--- config.mk ---
export PLATFORM = sky130hd
export DESIGN_NAME = sidesc_engine
export DESIGN_NICKNAME = d
export VERILOG_FILES = /design/src/shared/sidesc_pkg.sv /design/src/rtl/sidesc_engine.sv
export SDC_FILE = /design/constraint.sdc
export NUM_CORES = 1
export LEC_CHECK = 0
export BUFFER_PORTS_ARGS = -buffer_cell sky130_fd_sc_hd__buf_2
export CORE_UTILIZATION = 28
export DETAILED_ROUTE_END_ITERATION = 16
export GPL_ROUTABILITY_DRIVEN = 0
export SYNTH_ARGS = -nofsm -noshare
export SYNTH_HDL_FRONTEND = slang
export SYNTH_SLANG_ARGS = --single-unit
--- constraint.sdc ---
create_clock -name core_clk -period 8.72 [get_ports core_clk]
set_input_delay 1.744 -clock core_clk [delete_from_list [all_inputs] [get_ports core_clk]]
set_output_delay 1.744 -clock core_clk [all_outputs]
set_load 0.03 [all_outputs]
--- src/shared/sidesc_pkg.sv ---
// Package: constants and carriers for the split interrupt descriptor engine
package sidesc_pkg;

  // ==========================================================================
  // Widths
  localparam int ADDR_W   = 7;
  localparam int EP_W     = 4;
  localparam int MPS_W    = 11;
  localparam int TBC_W    = 15;
  localparam int SCHED_W  = 8;
  localparam int UFRAME_W = 16;
  localparam int RATE_LSB = 3;  // Polling rate field starts at schedule bit 3
  localparam int RATE_W   = 5;
  localparam int SHIFT_W  = 3;

  // ==========================================================================
  // Limits and encodings
  localparam logic [MPS_W-1:0]    FS_LS_MAX_PACKET   = 11'h040;
  localparam logic [TBC_W-1:0]    MAX_TRANSFER_BYTES = 15'h1000;
  localparam logic [1:0]          KIND_INTERRUPT     = 2'h3;
  localparam logic [1:0]          TOKEN_OUT          = 2'h0;
  localparam logic [1:0]          TOKEN_IN           = 2'h1;
  localparam logic [1:0]          SPEED_END_NONE     = 2'h0;
  localparam logic [UFRAME_W-1:0] BASE_PERIOD        = 16'h0008;
  localparam logic [SHIFT_W-1:0]  SHIFT_ONE          = 3'h1;

  // ==========================================================================
  // Low 64-bit word of the transfer descriptor, bit 63 down to bit 0
  typedef struct packed {
    logic [6:0]       hub_addr;             // 63:57
    logic [6:0]       hub_port;             // 56:50
    logic [1:0]       speed_end_select;     // 49:48
    logic             rsvd_47;              // 47
    logic             split;                // 46
    logic [1:0]       endpoint_kind;        // 45:44
    logic [1:0]       token;                // 43:42
    logic [ADDR_W-1:0] function_addr;       // 41:35
    logic [2:0]       endpoint_number_hi;   // 34:32
    logic             endpoint_number_lo;   // 31
    logic [1:0]       rsvd_30;              // 30:29
    logic [MPS_W-1:0] max_packet_size;      // 28:18
    logic [TBC_W-1:0] transfer_byte_count;  // 17:3
    logic [1:0]       rsvd_2;               // 2:1
    logic             valid;                // 0
  } sidesc_desc_type;

  // Token request handed to the link engine
  typedef struct packed {
    logic              split;
    logic [1:0]        speed_end_select;
    logic [6:0]        hub_addr;
    logic [6:0]        hub_port;
    logic [1:0]        token;
    logic [ADDR_W-1:0] function_addr;
    logic [EP_W-1:0]   endpoint_number;
    logic [MPS_W-1:0]  byte_count;
  } sidesc_token_type;

  typedef enum logic [0:0] {
    SIDESC_IDLE  = 1'b0,
    SIDESC_ISSUE = 1'b1
  } sidesc_state_type;

endpackage : sidesc_pkg

--- src/rtl/sidesc_engine.sv ---
// Module: split interrupt transfer descriptor scheduler and executor
// Function
// - Tokens carry seven-bit function address field
// - Endpoint number built from two split fields
// - Packet bytes limited, 64 for split
// - Transfer byte count limited to 4 kB
// - Valid cleared on completion or fatal error
// - Speed/end field applies only to splits
// - Polling period is 2^(b-1) microframes
`timescale 1ns/10ps

module sidesc_engine (
  input  wire logic                                core_clk,
  input  wire logic                                nrst,
  input  wire logic                                uframe_tick,
  input  wire logic                                desc_write,
  input  wire sidesc_pkg::sidesc_desc_type         desc_in,
  input  wire logic [sidesc_pkg::SCHED_W-1:0]      sched_in,
  input  wire logic                                active_in,
  output logic                                     tok_req,
  output sidesc_pkg::sidesc_token_type             tok,
  input  wire logic                                rsp_done,
  input  wire logic [sidesc_pkg::MPS_W-1:0]        rsp_bytes,
  input  wire logic                                rsp_fatal,
  output logic                                     desc_valid,
  output logic                                     desc_active,
  output logic                                     fatal_seen,
  output logic [sidesc_pkg::TBC_W-1:0]             bytes_remaining
);

  // ==========================================================================
  // Storage
  sidesc_pkg::sidesc_desc_type           desc;
  logic [sidesc_pkg::SCHED_W-1:0]        sched;
  logic [sidesc_pkg::UFRAME_W-1:0]       uframe_cnt;
  sidesc_pkg::sidesc_state_type          state;
  logic [sidesc_pkg::UFRAME_W-1:0]       period;
  logic [sidesc_pkg::MPS_W-1:0]          mps_eff;
  logic [sidesc_pkg::MPS_W-1:0]          next_pkt;
  logic                                  slot_hit;
  logic                                  issue;
  logic                                  finish;
  logic                                  last_pkt;

  // ==========================================================================
  // Polling period from the rate field: highest set bit picks b
  always_comb begin
    logic [sidesc_pkg::RATE_W-1:0] rate;
    rate   = sched[sidesc_pkg::RATE_LSB +: sidesc_pkg::RATE_W];
    period = sidesc_pkg::BASE_PERIOD;  // b = 4, every millisecond
    for (int i = 0; i < sidesc_pkg::RATE_W; i++) begin
      if (rate[i]) begin
        period = sidesc_pkg::BASE_PERIOD << (i + 1);
      end
    end
  end

  // Slot match and issue decision
  assign slot_hit = ((uframe_cnt & (period - 16'h0001)) == '0);
  assign issue    = (state == sidesc_pkg::SIDESC_IDLE) && uframe_tick &&
                    slot_hit && desc_valid && !desc_write;

  // Packet size: clamp to the full/low-speed ceiling on splits
  always_comb begin
    mps_eff = desc.max_packet_size;
    if (desc.split && (mps_eff > sidesc_pkg::FS_LS_MAX_PACKET)) begin
      mps_eff = sidesc_pkg::FS_LS_MAX_PACKET;
    end
    if (bytes_remaining < {4'h0, mps_eff}) begin
      next_pkt = bytes_remaining[sidesc_pkg::MPS_W-1:0];
    end else begin
      next_pkt = mps_eff;
    end
  end

  // Completion: short packet or nothing left
  assign last_pkt = (rsp_bytes < tok.byte_count) ||
                    ({4'h0, rsp_bytes} >= bytes_remaining);
  assign finish   = (state == sidesc_pkg::SIDESC_ISSUE) && rsp_done &&
                    (rsp_fatal || last_pkt);

  // ==========================================================================
  // Microframe counter
  always_ff @(posedge core_clk or negedge nrst) begin
    if (!nrst) begin
      uframe_cnt <= '0;
    end else if (uframe_tick) begin
      uframe_cnt <= uframe_cnt + 16'h0001;
    end
  end

  // Descriptor store; a software write wins over a hardware clear
  always_ff @(posedge core_clk or negedge nrst) begin
    if (!nrst) begin
      desc  <= '0;
      sched <= '0;
    end else if (desc_write) begin
      desc  <= desc_in;
      sched <= sched_in;
    end else if (finish) begin
      desc.valid <= 1'b0;
    end
  end

  // Valid and active flags seen by software
  always_ff @(posedge core_clk or negedge nrst) begin
    if (!nrst) begin
      desc_valid  <= 1'b0;
      desc_active <= 1'b0;
    end else if (desc_write) begin
      desc_valid  <= desc_in.valid;
      desc_active <= active_in;
    end else if (finish) begin
      desc_valid  <= 1'b0;
      desc_active <= 1'b0;
    end
  end

  // Fatal error flag, set on a fatal answer, cleared by a new descriptor
  always_ff @(posedge core_clk or negedge nrst) begin
    if (!nrst) begin
      fatal_seen <= 1'b0;
    end else if (state == sidesc_pkg::SIDESC_ISSUE && rsp_done &&
                 rsp_fatal) begin
      fatal_seen <= 1'b1;
    end else if (desc_write) begin
      fatal_seen <= 1'b0;
    end
  end

  // Remaining payload, clamped to 4 kB on load
  always_ff @(posedge core_clk or negedge nrst) begin
    if (!nrst) begin
      bytes_remaining <= '0;
    end else if (desc_write) begin
      if (desc_in.transfer_byte_count > sidesc_pkg::MAX_TRANSFER_BYTES) begin
        bytes_remaining <= sidesc_pkg::MAX_TRANSFER_BYTES;
      end else begin
        bytes_remaining <= desc_in.transfer_byte_count;
      end
    end else if (state == sidesc_pkg::SIDESC_ISSUE && rsp_done &&
                 !rsp_fatal) begin
      if (last_pkt) begin
        bytes_remaining <= '0;
      end else begin
        bytes_remaining <= bytes_remaining - {4'h0, rsp_bytes};
      end
    end
  end

  // ==========================================================================
  // Scheduler state and token request
  always_ff @(posedge core_clk or negedge nrst) begin
    if (!nrst) begin
      state   <= sidesc_pkg::SIDESC_IDLE;
      tok_req <= 1'b0;
    end else begin
      unique case (state)
        sidesc_pkg::SIDESC_IDLE: begin
          if (issue) begin
            state   <= sidesc_pkg::SIDESC_ISSUE;
            tok_req <= 1'b1;
          end
        end
        sidesc_pkg::SIDESC_ISSUE: begin
          if (rsp_done) begin
            state   <= sidesc_pkg::SIDESC_IDLE;
            tok_req <= 1'b0;
          end
        end
      endcase
    end
  end

  // Token fields captured at issue
  always_ff @(posedge core_clk or negedge nrst) begin
    if (!nrst) begin
      tok <= '0;
    end else if (issue) begin
      tok.split            <= desc.split;
      tok.speed_end_select <= desc.split ? desc.speed_end_select :
                              sidesc_pkg::SPEED_END_NONE;
      tok.hub_addr         <= desc.hub_addr;
      tok.hub_port         <= desc.hub_port;
      tok.token            <= desc.token;
      tok.function_addr    <= desc.function_addr;
      tok.endpoint_number  <= {desc.endpoint_number_hi,
                               desc.endpoint_number_lo};
      tok.byte_count       <= next_pkt;
    end
  end

  // ==========================================================================
  // Checks
  chk_addr_field: assert property (
    @(posedge core_clk) disable iff (!nrst)
    $rose(tok_req) |-> tok.function_addr == $past(desc.function_addr))
    else $error("token address differs from descriptor");

  chk_endp_field: assert property (
    @(posedge core_clk) disable iff (!nrst)
    $rose(tok_req) |-> tok.endpoint_number ==
      {$past(desc.endpoint_number_hi), $past(desc.endpoint_number_lo)})
    else $error("token endpoint differs from descriptor");

  chk_split_packet: assert property (
    @(posedge core_clk) disable iff (!nrst)
    tok_req && tok.split |-> tok.byte_count <= sidesc_pkg::FS_LS_MAX_PACKET)
    else $error("split packet above 64 bytes");

  chk_mps_packet: assert property (
    @(posedge core_clk) disable iff (!nrst)
    $rose(tok_req) |-> tok.byte_count <= $past(desc.max_packet_size))
    else $error("packet above maximum packet size");

  chk_xfer_limit: assert property (
    @(posedge core_clk) disable iff (!nrst)
    bytes_remaining <= sidesc_pkg::MAX_TRANSFER_BYTES)
    else $error("transfer count above 4 kB");

  chk_fatal_clear: assert property (
    @(posedge core_clk) disable iff (!nrst)
    state == sidesc_pkg::SIDESC_ISSUE && rsp_done && rsp_fatal && !desc_write
    |=> !desc_valid && !desc_active && fatal_seen)
    else $error("valid not cleared after fatal error");

  chk_done_clear: assert property (
    @(posedge core_clk) disable iff (!nrst)
    state == sidesc_pkg::SIDESC_ISSUE && rsp_done && !desc_write &&
    (({4'h0, rsp_bytes} >= bytes_remaining)) |=> !desc_valid)
    else $error("valid not cleared after last packet");

  chk_speed_end: assert property (
    @(posedge core_clk) disable iff (!nrst)
    tok_req && !tok.split |->
      tok.speed_end_select == sidesc_pkg::SPEED_END_NONE)
    else $error("speed/end on non-split token");

  chk_poll_slot: assert property (
    @(posedge core_clk) disable iff (!nrst)
    $rose(tok_req) |-> $past(uframe_tick) && $past(slot_hit))
    else $error("token issued outside polling slot");

  chk_skip_invalid: assert property (
    @(posedge core_clk) disable iff (!nrst)
    $rose(tok_req) |-> $past(desc_valid))
    else $error("token issued for invalid descriptor");

  cov_split_in: cover property (@(posedge core_clk) disable iff (!nrst)
    $rose(tok_req) && tok.split && tok.token == sidesc_pkg::TOKEN_IN);

  cov_fatal: cover property (@(posedge core_clk) disable iff (!nrst)
    $rose(fatal_seen));

  cov_multi_pkt: cover property (@(posedge core_clk) disable iff (!nrst)
    $fell(tok_req) && desc_valid);

endmodule : sidesc_engine

# After elaboration in Yosys (flattened, before gate mapping)
# Cells that the tools add are included.
# classes
add_sub_neg	3
multipliers	0
n_div	0
n_lt_le_gt_ge	5
eq_ne	2
n_shift	0
n_mux	23
bitwise_logic	2
reduce_logical	18
# op_table
op	n
15-bit 2-to-1 mux	4
11-bit 2-to-1 mux	2
16-bit by 1-bit adder with 16-bit output, second input constant	1
16-bit AND	1
16-bit logical NOT	1
16-bit by 1-bit subtractor with 16-bit output, second input constant	1
11-bit by 15-bit >= comparator with 1-bit output	1
15-bit by 13-bit > comparator with 1-bit output, second input constant	1
15-bit by 11-bit less-than comparator with 1-bit output	1
15-bit by 11-bit subtractor with 15-bit output	1
11-bit by 7-bit > comparator with 1-bit output, second input constant	1
11-bit less-than comparator	1
1-bit logical AND	9
1-bit 2-to-1 mux	9
9-bit 2-to-1 mux	1
8-bit 2-to-1 mux	1
7-bit 2-to-1 mux	1
6-bit 2-to-1 mux	1
2-bit nonzero test	3
5-bit 2-to-1 mux	1
2-bit != test, second input constant	2
1-bit one-hot mux with 2 select lines	2
1-bit logical NOT	2
1-bit logical OR	2
3 further kinds	3
# totals
regBits	126
latch_bits	0
ram_bits	0
rom_bits	0
in_bits	90
out_inout_bits	60
wordCells	78
mem_count	0

# Depth between registers and ports, before layout
# Gate-level depths: netlist (run 1).
# depth
ltp_word	13
ltp_mapped	12
mapped_depth_nobuf	11

# Worst setup path before layout (run 1)
# Ideal clock, no wire load.
# synth_timing
path_type	input to register
startpoint	input port uframe_tick
endpoint	register tok[11] in the netlist's numbering
setup_time_ps	125
arrival_ps	3511
required_ps	8595
slack_ps	5085
path_stages	7
cell_sequence	buf_2 > nand4b_1 > a2111oi_0 > o211ai_1 > a221oi_4 > buf_2 > mux2_2
# synth_via
elab_chain_cells	4
# synth_rtl
element	line_no	source
start, declared	sidesc_engine.sv:15	input wire logic uframe_tick,
1-bit logical AND (2 in series)	sidesc_engine.sv:60	assign issue = (state == sidesc_pkg::SIDESC_IDLE) && uframe_tick &&
1-bit logical AND (2 in series)	sidesc_engine.sv:61	slot_hit && desc_valid && !desc_write;
end, declared	sidesc_engine.sv:21	output sidesc_pkg::sidesc_token_type tok,
# Every way passes these cells.
# A chain may end at the register's enable or synchronous reset.

# Final worst setup path (run 1)
# layout_timing
startpoint	input port desc_write
endpoint	register tok[28] in the netlist's numbering
# layout_via
elab_chain_cells	2
# layout_rtl
element	line_no	source
start, declared	sidesc_engine.sv:16	input wire logic desc_write,
1-bit logical NOT	sidesc_engine.sv:61	
1-bit logical AND	sidesc_engine.sv:61	
# Every way passes these cells.

==> results of run 1 <==
[worst max-delay path: cells and delay by family]
kind	cells	cell delay, ns
mux	1	0.40
buf+inv	3	0.89
compound gates	3	1.29
[placed cells by master, fill, tap and decap left out, types with 3 or more instances in the layout]
| master | instances |
|---|---|
| inv_1 | 35 |
| buf_4 | 6 |
| nor4_1 | 5 |
| nand3_1 | 20 |
| clkinvlp_4 | 4 |
| nand2b_1 | 9 |
| o21ai_0 | 23 |
| nor3_1 | 7 |
| or2_2 | 10 |
| xor2_1 | 7 |
| a21o_1 | 4 |
| o31ai_1 | 8 |
| clkbuf_1 | 3 |
| nand2_1 | 35 |
| buf_2 | 138 |
| xnor2_1 | 14 |
| a22oi_1 | 12 |
| ha_1 | 34 |
| bufinv_16 | 3 |
| dfrtp_1 | 121 |
| mux2_2 | 74 |
| nand4_1 | 6 |
| o211ai_1 | 5 |
| o21a_1 | 3 |
| nand3b_1 | 5 |
| a21oi_1 | 19 |
| a31oi_1 | 14 |
| nor2_1 | 23 |
| nor2b_1 | 4 |
| or4_1 | 3 |
| clkbuf_16 | 17 |
[cell type report]
cell class	instances	area share, %
diodes	1	0.03232
clock buffers	21	5.818
clock inverters	11	1.907
inverters	35	1.697
multi-input cells	372	37.49
flip-flops and latches	121	39.11
well taps	275	4.444
repair buffers	144	9.502
[state kept, by name (all words and copies together) (netlist names)]
| signal | flops |
|---|---|
| desc | 41 |
| tok | 41 |
| bytes_remaining | 15 |
| uframe_cnt | 14 |
| sched | 5 |
| desc_active | 1 |
| desc_valid | 1 |
| fatal_seen | 1 |
| state | 1 |
| tok_req | 1 |
[synthesized netlist by cell type (2+ instances only)]
| cell | instances |
|---|---|
| a2111oi_0 | 2 |
| a2111oi_4 | 2 |
| a211oi_1 | 2 |
| a21o_1 | 4 |
| a21oi_1 | 19 |
| a22oi_1 | 12 |
| a31oi_1 | 14 |
| and3_1 | 2 |
| buf_2 | 6 |
| clkbuf_1 | 12 |
| dfrtp_1 | 121 |
| ha_1 | 34 |
| inv_1 | 35 |
| mux2_2 | 74 |
| nand2_1 | 35 |
| nand2b_1 | 9 |
| nand3_1 | 20 |
| nand3b_1 | 5 |
| nand4_1 | 6 |
| nor2_1 | 23 |
| nor2b_1 | 4 |
| nor3_1 | 7 |
| nor4_1 | 5 |
| o211ai_1 | 5 |
| o21a_1 | 3 |
| o21ai_0 | 23 |
| o21ai_1 | 2 |
| o22ai_1 | 2 |
| o311ai_0 | 2 |
| o31a_1 | 2 |
| o31ai_1 | 8 |
| or2_2 | 10 |
| or4_1 | 3 |
| xnor2_1 | 14 |
| xor2_1 | 7 |
[cells by family (layout without fill, tap and decap cells)]
kind of cell | Yosys count | in the layout | synth area share (%)
and+or+nand+nor | 133 | 133 | 11.00
buffers and inverters | 54 | 211 | 3.482
xor gates and xnor gates | 21 | 21 | 2.993
DFF | 121 | 121 | 49.28
adders and majority gates | 35 | 35 | 7.249
AOI/OAI and AO/OA | 107 | 107 | 12.10
other | 0 | 1 | 0
muxes | 76 | 76 | 13.91
[where the power goes]
part | switching [µW] | internal [µW] | total [µW]
sequential | 127 | 711 | 838
combinational | 546 | 327 | 873
clock | 262 | 457 | 719
[through the flow]
stage	util [%]	area, µm²	cells
floorplan	-	6145	547
finish	36.37	7742	980
global placement	33.55	7142	947
CTS	36.36	7740	979
detailed placement	33.55	7142	947
global route	36.36	7740	979
[how the worst max path moves through the flow]
stage          depth (start not counted)  slack, ns  endpoint
6_report                               7       4.64   tok[28]
5_1_grt                                7       4.29   tok[40]
4_1_cts                                7       4.62   tok[28]
3_5_place_dp                           7       4.17   tok[28]
3_3_place_gp                           7       4.16   tok[34]
2_1_floorplan                          7       5.08   tok[11]
[routing by layer]
metal | vias up | track usage, % | share of wire [%]
met2 | 109 | 22.99 | 47
met1 | 2306 | 18.64 | 47
met5 | - | 0 | 0
met4 | 0 | 4.545 | 1.2
li1 | 2258 | - | -
met3 | 16 | 3.636 | 4.6
==> results.yml, run 1 <==
yosys:
  syn-num-nets: 672
  synth_edf_count: 0
  synth_area_per_cell_um2: 11.23
  ys_seq_area_share_pct: 49.28
  synth_area_leader_cell: "dfrtp_1"
  yosys_warnings: 0
  synth_flop_cell: "dfrtp_1"
  synth_seq_cells: 121
  async_flop_share_pct: 100.0
  ys_top_cells_by_area: "dfrtp_1 (49%), mux2_2 (14%), ha_1 (6.9%)"
  synthCells: 547
  yosys.area.top_type_share_pct: 49.28
  synth.distinct_cells: 48
  syn_area_um2: 6145
sta:
  setup_viol: 0
  max-slew-margin-rel_pct: 32.11
  max_freq_mhz: 245.3
  whs_ns: 0.4626
  worst_pin_slew_ns: 0.9927
  drv_slew: 0
  fin_skew_ns: 0.01090
  finalHoldViolations: 0
  finalCriticalPeriod_ns: 4.077
  setup_slack_ns: 4.643
  fin_crit_sh_pct: 46.75
  tns_ns: 0
  rsz0062_at_grt: "false"
min_path:
  holdPathStages: 1
  min_to: "uframe_cnt[12]"
  min_path_type: "reg2reg"
  hold_start: "uframe_cnt[12]"
grt:
  grt_pass1_vias: 4739
  grt_antenna_before_repair: 1
  grt_pass1_wl_mm: 24.47
  grt_overflow: 0
  track_usage_pct: 14.26
  grt_max_degree: 69
floorplanning:
  io-pin-count: 150
  core_um2: 21290
  die_area_um2: 22540
  floorplan.initialDensity_pct: 28.87
  die_w_um: 150.1
  num_rows: 53
  die_y_um: 150.1
critical_path:
  start_kind: "input pin"
  r2r_slack_ns: 4.86
  startpoint: "desc_write"
  cp_max_fo: 34
  cp.arrival_ns: 4.37
  ff2ff_path_depth: 9
  crit_top_cell: "buf_4"
  critPathMaxStageDelay_ns: 0.75
  worst-setup-path-type: "in2reg"
  cp_slowest_cell: "a221oi_4"
  worstSetupEndpointType: "register"
  reg2reg_from: "sched[7]"
  critical_path.cell_chain: "buf_2, buf_4, a2111oi_0, o211ai_1, a221oi_4, buf_4, mux2_2"
  worstReg2RegEnd: "tok[28]"
  crit_required_ns: 9.01
drt:
  wirelength_mm: 15.38
  drc_errors: 0
  wl_per_cell_um: 15.69
  drt_first_pass_iters: 4
  drt_iter0_drc: 215
  vias: 4689
  postRouteAntennaNets: 0
  routed_via_density: 4.785
clock_tree:
  cts_hold_buf: 0
  htree_levels: 4
  cts-root-buf: "clkbuf_16"
  cts_setup_buffers: 0
  cts_tree: "yes"
  cts_buffers: 17
  cts.sinks: 121
  insertion_delay_ns: 0.41
  clockBufferDepth: 2
  path_clk_slew_ns: 0.06
  ctsResizeCount: 0
finish:
  nFillCells: 2135
  synthToLayoutAreaGrowth_pct: 26.00
  nets: 816
  seq_area_um2: 3028
  multi_input_area_um2: 2903
  drive_above_1_share_pct: 37.22
placed_design:
  pre_cts_ws_ns: 4.173
  portBuffers: 139
  dpl.hpwl_mm: 11.20
run:
  cap_violations: 0
power_and_ir_drop:
  powerDensity_nw_per_um2: 314.0
  finalPower_uw: 2431
  leakage_uw: 0.003654
  ir_drop_uv: 119.3
outcome:
  outcome: "completed"
Power figures use the tool's default switching activity.
==> run 2, diff against run 1 <==
clock period = 3.5 ns   (was 8.72 ns; I/O delays follow)
==> run 2 against run 1 <==
  * Worst setup slack lost 4.4 ns
  * Worst hold slack lost 0.16 ns
  * Sequential power grew 150%
  * Sequential share of layout area shrank 0.68 points
  * Clock skew grew 0.0034 ns
  * Cell count grew 0.82%
  * Highest routed layer unchanged
  * Count of clock-buffer cells in the layout is the same
  * Design area grew 1.8%
  * Via count grew 1.6%
  * Utilization grew 0.65 points
  * Sequential cell count is the same
==> results.yml, run 2 (same netlist as run 1, synthesis figures left out) <==
sta:
  fin_skew_ns: 0.01430
  drv_slew: 0
  max_freq_mhz: 306.5
  tns_ns: 0
  worst_pin_slew_ns: 0.9956
  finalHoldViolations: 0
  max-slew-margin-rel_pct: 31.91
  setup_viol: 0
  fin_crit_sh_pct: 93.21
  finalCriticalPeriod_ns: 3.262
clock_tree:
  ctsResizeCount: 0
  cts_setup_buffers: 0
  clockBufferDepth: 2
  cts_tree: "yes"
  htree_levels: 4
  cts.sinks: 121
  path_clk_slew_ns: 0.06
  insertion_delay_ns: 0.42
  cts_hold_buf: 0
  cts_buffers: 17
  cts-root-buf: "clkbuf_16"
finish:
  reg_top3: "desc: 41 flops, tok: 41 flops, bytes_remaining: 15 flops"
  nFillCells: 2146
  fin_util_pct: 37.02
  final_cell_mix: "buf_2 (138), dfrtp_1 (121), mux2_2 (74)"
  nets: 825
  final_common_cell: "buf_2"
  finalNonFillerCells: 988
  drive_above_1_share_pct: 38.06
  synthToLayoutAreaGrowth_pct: 28.24
run:
  cap_violations: 0
outcome:
  outcome: "completed"
floorplanning:
  io-pin-count: 150
  die_w_um: 150.1
  die_y_um: 150.1
  core_um2: 21290
  die_area_um2: 22540
  num_rows: 53
  floorplan.initialDensity_pct: 28.87
grt:
  grt_max_degree: 58
  track_usage_pct: 14.72
  grt_pass1_vias: 4752
  grt_antenna_before_repair: 1
  grt_pass1_wl_mm: 25.10
  grt_overflow: 0
critical_path:
  cp_num_cells: 11
  startpoint: "desc[19]"
  crit_family: "compound AO/OA/AOI/OAI gates"
  worstSetupEndpointType: "register"
  reg2reg_from: "desc[19]"
  critPathMaxStageDelay_ns: 0.53
  critical_path.cell_chain: "or4_1, o31a_1, o21ai_2, nand2_1, ha_1, nand3_1, a311oi_1, o21ai_4, buf_4, or2_2, a31oi_1"
  crit_required_ns: 3.83
  start_kind: "register"
  cp_max_fo: 8
  cp_num_buf_inv: 1
  worst-setup-path-type: "reg2reg"
  cp.arrival_ns: 3.59
  cp_slowest_cell: "or4_1"
  ff2ff_path_depth: 11
drt:
  vias: 4763
  drc_errors: 0
  routed_via_density: 4.821
  wl_per_cell_um: 15.96
  drt_iter0_drc: 238
  drt_first_pass_iters: 7
  postRouteAntennaNets: 0
  wirelength_mm: 15.77
power_and_ir_drop:
  ir_drop_uv: 411.1
  finalPower_uw: 6211
  leakage_uw: 0.003729
  powerDensity_nw_per_um2: 788.1
min_path:
  min_path_type: "in2async"
placed_design:
  dpl.hpwl_mm: 11.53
  portBuffers: 139
  dp.cells: 956
run 2: cell type report:
cell class / count / area, µm² / area share [%]
clock inverter: 10 / 167.7 / 2.128
sequential: 121 / 3028 / 38.42
clock buffer: 21 / 450.4 / 5.716
timing repair buffer: 153 / 840.8 / 10.67
multi-input combinational: 372 / 2915 / 37.00
inverter: 35 / 131.4 / 1.667
tap: 275 / 344.1 / 4.366
antenna: 1 / 2.502 / 0.03176
run 2: final timing paths:
| check | endpoint | slack (ns) |
|---|---|---|
| worst max register to register | tok[8] | 0.24 |
| max in group asynchronous | tok[38] | 2.43 |
| worst min-delay path | fatal_seen | 0.30 |
| worst max-delay path | tok[8] | 0.24 |
| worst min register to register | uframe_cnt[12] | 0.46 |
| min in group core_clk | uframe_cnt[12] | 0.46 |
run 2: stage by stage:
step                area [µm²]  setup WS [ns]  hold slack [ns]
floorplan                 6145         0.5196           0.4044
global placement          7247         0.1553           0.4544
detailed placement        7247         0.1364           0.4552
CTS                       7865         0.1060           0.3115
global route              7878      -0.006868           0.3382
finish                    7880         0.2378           0.3014
run 2: power by group:
part	internal, µW	total, µW	switching (µW)
registers	1770	2090	322
clock network	1210	1870	661
logic	866	2240	1380
run 2: layer usage:
metal  up-vias  global-route usage (%)  wire length, µm
met5         -                       0                0
met4         0                   5.303              177
met3        15                   3.848              711
met2       115                   24.17             7752
met1      2347                   18.58             7129
li1       2286                       -                -
==> run 3, diff against run 2 <==
CORE_ASPECT_RATIO = 0.5   (was not set)
RECOVER_POWER = 50   (was not set)
==> run 3 against run 2 <==
  * Critical path depth grew 1
  * Largest cell class unchanged
  * Routed wire length shrank 4.5%
  * Sequential power is essentially flat
==> results.yml, run 3 (same netlist as run 1, synthesis figures left out) <==
sta:
  rsz0062_at_grt: "false"
  max-slew-margin-rel_pct: 1.692
  whs_ns: 0.4652
  fin_crit_sh_pct: 93.20
  drv_slew: 0
  fin_skew_ns: 0.006908
  worst_pin_slew_ns: 1.475
  finalHoldViolations: 0
  setup_viol: 0
  finalCriticalPeriod_ns: 3.262
  max_freq_mhz: 306.6
  tns_ns: 0
finish:
  nFillCells: 2118
  reg_top3: "desc: 41 flops, tok: 41 flops, bytes_remaining: 15 flops"
  drive_above_1_share_pct: 37.18
  synthToLayoutAreaGrowth_pct: 27.08
  final_cell_mix: "buf_2 (136), dfrtp_1 (121), mux2_2 (74)"
  fin_area_um2: 7809
  finalNonFillerCells: 1003
  nets: 822
  fin_util_pct: 37.15
  final_common_cell: "buf_2"
drt:
  postRouteAntennaNets: 0
  wl_per_cell_um: 15.01
  wirelength_mm: 15.06
  drt_first_pass_iters: 4
  drc_errors: 0
  routed_via_density: 4.654
  drt_iter0_drc: 196
  vias: 4668
power_and_ir_drop:
  internal_power_uw: 3795
  leakage_uw: 0.003687
  powerDensity_nw_per_um2: 783.0
  power_frac_clock_pct: 29.4
  pwr-share-seq_pct: 33.9
  p_comb_share_pct: 36.6
  switching_share_pct: 37.93
  power.switching_uw: 2319
  ir_drop_uv: 339.9
min_path:
  min_path_type: "reg2reg"
critical_path:
  critPathMaxStageDelay_ns: 0.53
  worstSetupEndpointType: "register"
  worst-setup-path-type: "reg2reg"
  cp_slowest_cell: "or4_1"
  cp.arrival_ns: 3.59
  critical_path.cell_chain: "or4_1, o31a_1, o21ai_2, nand2_1, ha_1, a21oi_1, o22ai_1, or3b_1, o21ai_2, buf_4, nand2_1, a31oi_1"
  start_kind: "register"
  cp_max_fo: 10
  cp_num_buf_inv: 1
  crit_family: "compound AO/OA/AOI/OAI gates"
  crit_required_ns: 3.82
floorplanning:
  die_w_um: 211.5
  die_y_um: 106.8
  io-pin-count: 150
  core_um2: 21020
  die_area_um2: 22580
  num_rows: 37
  floorplan.initialDensity_pct: 29.24
placed_design:
  dp.cells: 970
  dpl.hpwl_mm: 11.11
  placed_area_um2: 7233
  portBuffers: 139
clock_tree:
  path_clk_slew_ns: 0.06
  insertion_delay_ns: 0.41
  cts-root-buf: "clkbuf_16"
  cts_tree: "yes"
  cts_buffers: 17
  cts.sinks: 121
  cts_hold_buf: 0
  htree_levels: 4
  clockBufferDepth: 2
grt:
  grt_max_degree: 58
  grt_pass1_vias: 4738
  grt_antenna_before_repair: 1
  track_usage_pct: 13.88
  grt_pass1_wl_mm: 24.34
  grt_overflow: 0
outcome:
  outcome: "completed"
run:
  cap_violations: 0
run 3: changes by cell type in the layout (fill, tap and decap cells not counted), moves of 2 or more:
cell / previous run / this run
buf_4: 12 / 6
clkbuf_8: 1 / 3
inv_6: 2 / 0
clkbuf_1: 3 / 8
buf_12: 3 / 1
clkbuf_2: 0 / 3
clkinv_4: 2 / 0
buf_2: 138 / 136
clkinv_2: 1 / 4
run 3: stage by stage:
stage | power, µW | setup slack, ns
after floorplan | 3631 | 0.5196
after global placement | 4298 | 0.2020
after detailed placement | 4352 | 0.1803
after CTS | 6191 | 0.1318
after global routing | 6491 | 0.005968
final | 6115 | 0.2382
run 3: power groups by stage:
stage	combinational (µW)	clock [µW]	sequential [µW]
after global placement	2220	0	2080
after global routing	2440	1910	2140
after CTS	2260	1850	2080
final	2240	1800	2080
after floorplan	1040	0	2590
after detailed placement	2250	0	2100
run 3: cell type report:
type | instances | area [µm²] | share of cell area, %
antenna | 1 | 2.502 | 0.03205
clock buffer | 24 | 481.7 | 6.169
clock inverter | 8 | 117.6 | 1.506
inverter | 35 | 131.4 | 1.682
multi-input combinational | 372 | 2907 | 37.22
sequential | 121 | 3028 | 38.78
tap | 292 | 365.4 | 4.679
timing repair buffer | 150 | 775.7 | 9.934
run 3: per-layer routing:
metal | wire length, µm | up-vias | global-route usage, % | part of all wire [%]
li1 | - | 2277 | - | -
met1 | 6952 | 2300 | 17.58 | 46
met2 | 7414 | 77 | 23.57 | 49
met3 | 428 | 14 | 2.460 | 2.8
met4 | 263 | 0 | 5.487 | 1.7
met5 | 0 | - | 0 | 0
run 3: worst paths after layout:
kind / startpoint / end / slack (ns) / depth (start not counted)
min: uframe_cnt[12] / uframe_cnt[12] / 0.47 / 1
max in group asynchronous: nrst / tok[2] / 1.28 / 2
min reg2reg: uframe_cnt[12] / uframe_cnt[12] / 0.47 / 1
max reg2reg: desc[18] / tok[5] / 0.24 / 12
max: desc[18] / tok[5] / 0.24 / 12
min in group asynchronous: nrst / desc[58] / 0.60 / 1
run 3: timing repair:
action,4_1_cts,5_1_grt
endpoints found under the setup margin,0,11
buffers inserted,0,0
resized for setup,0,1
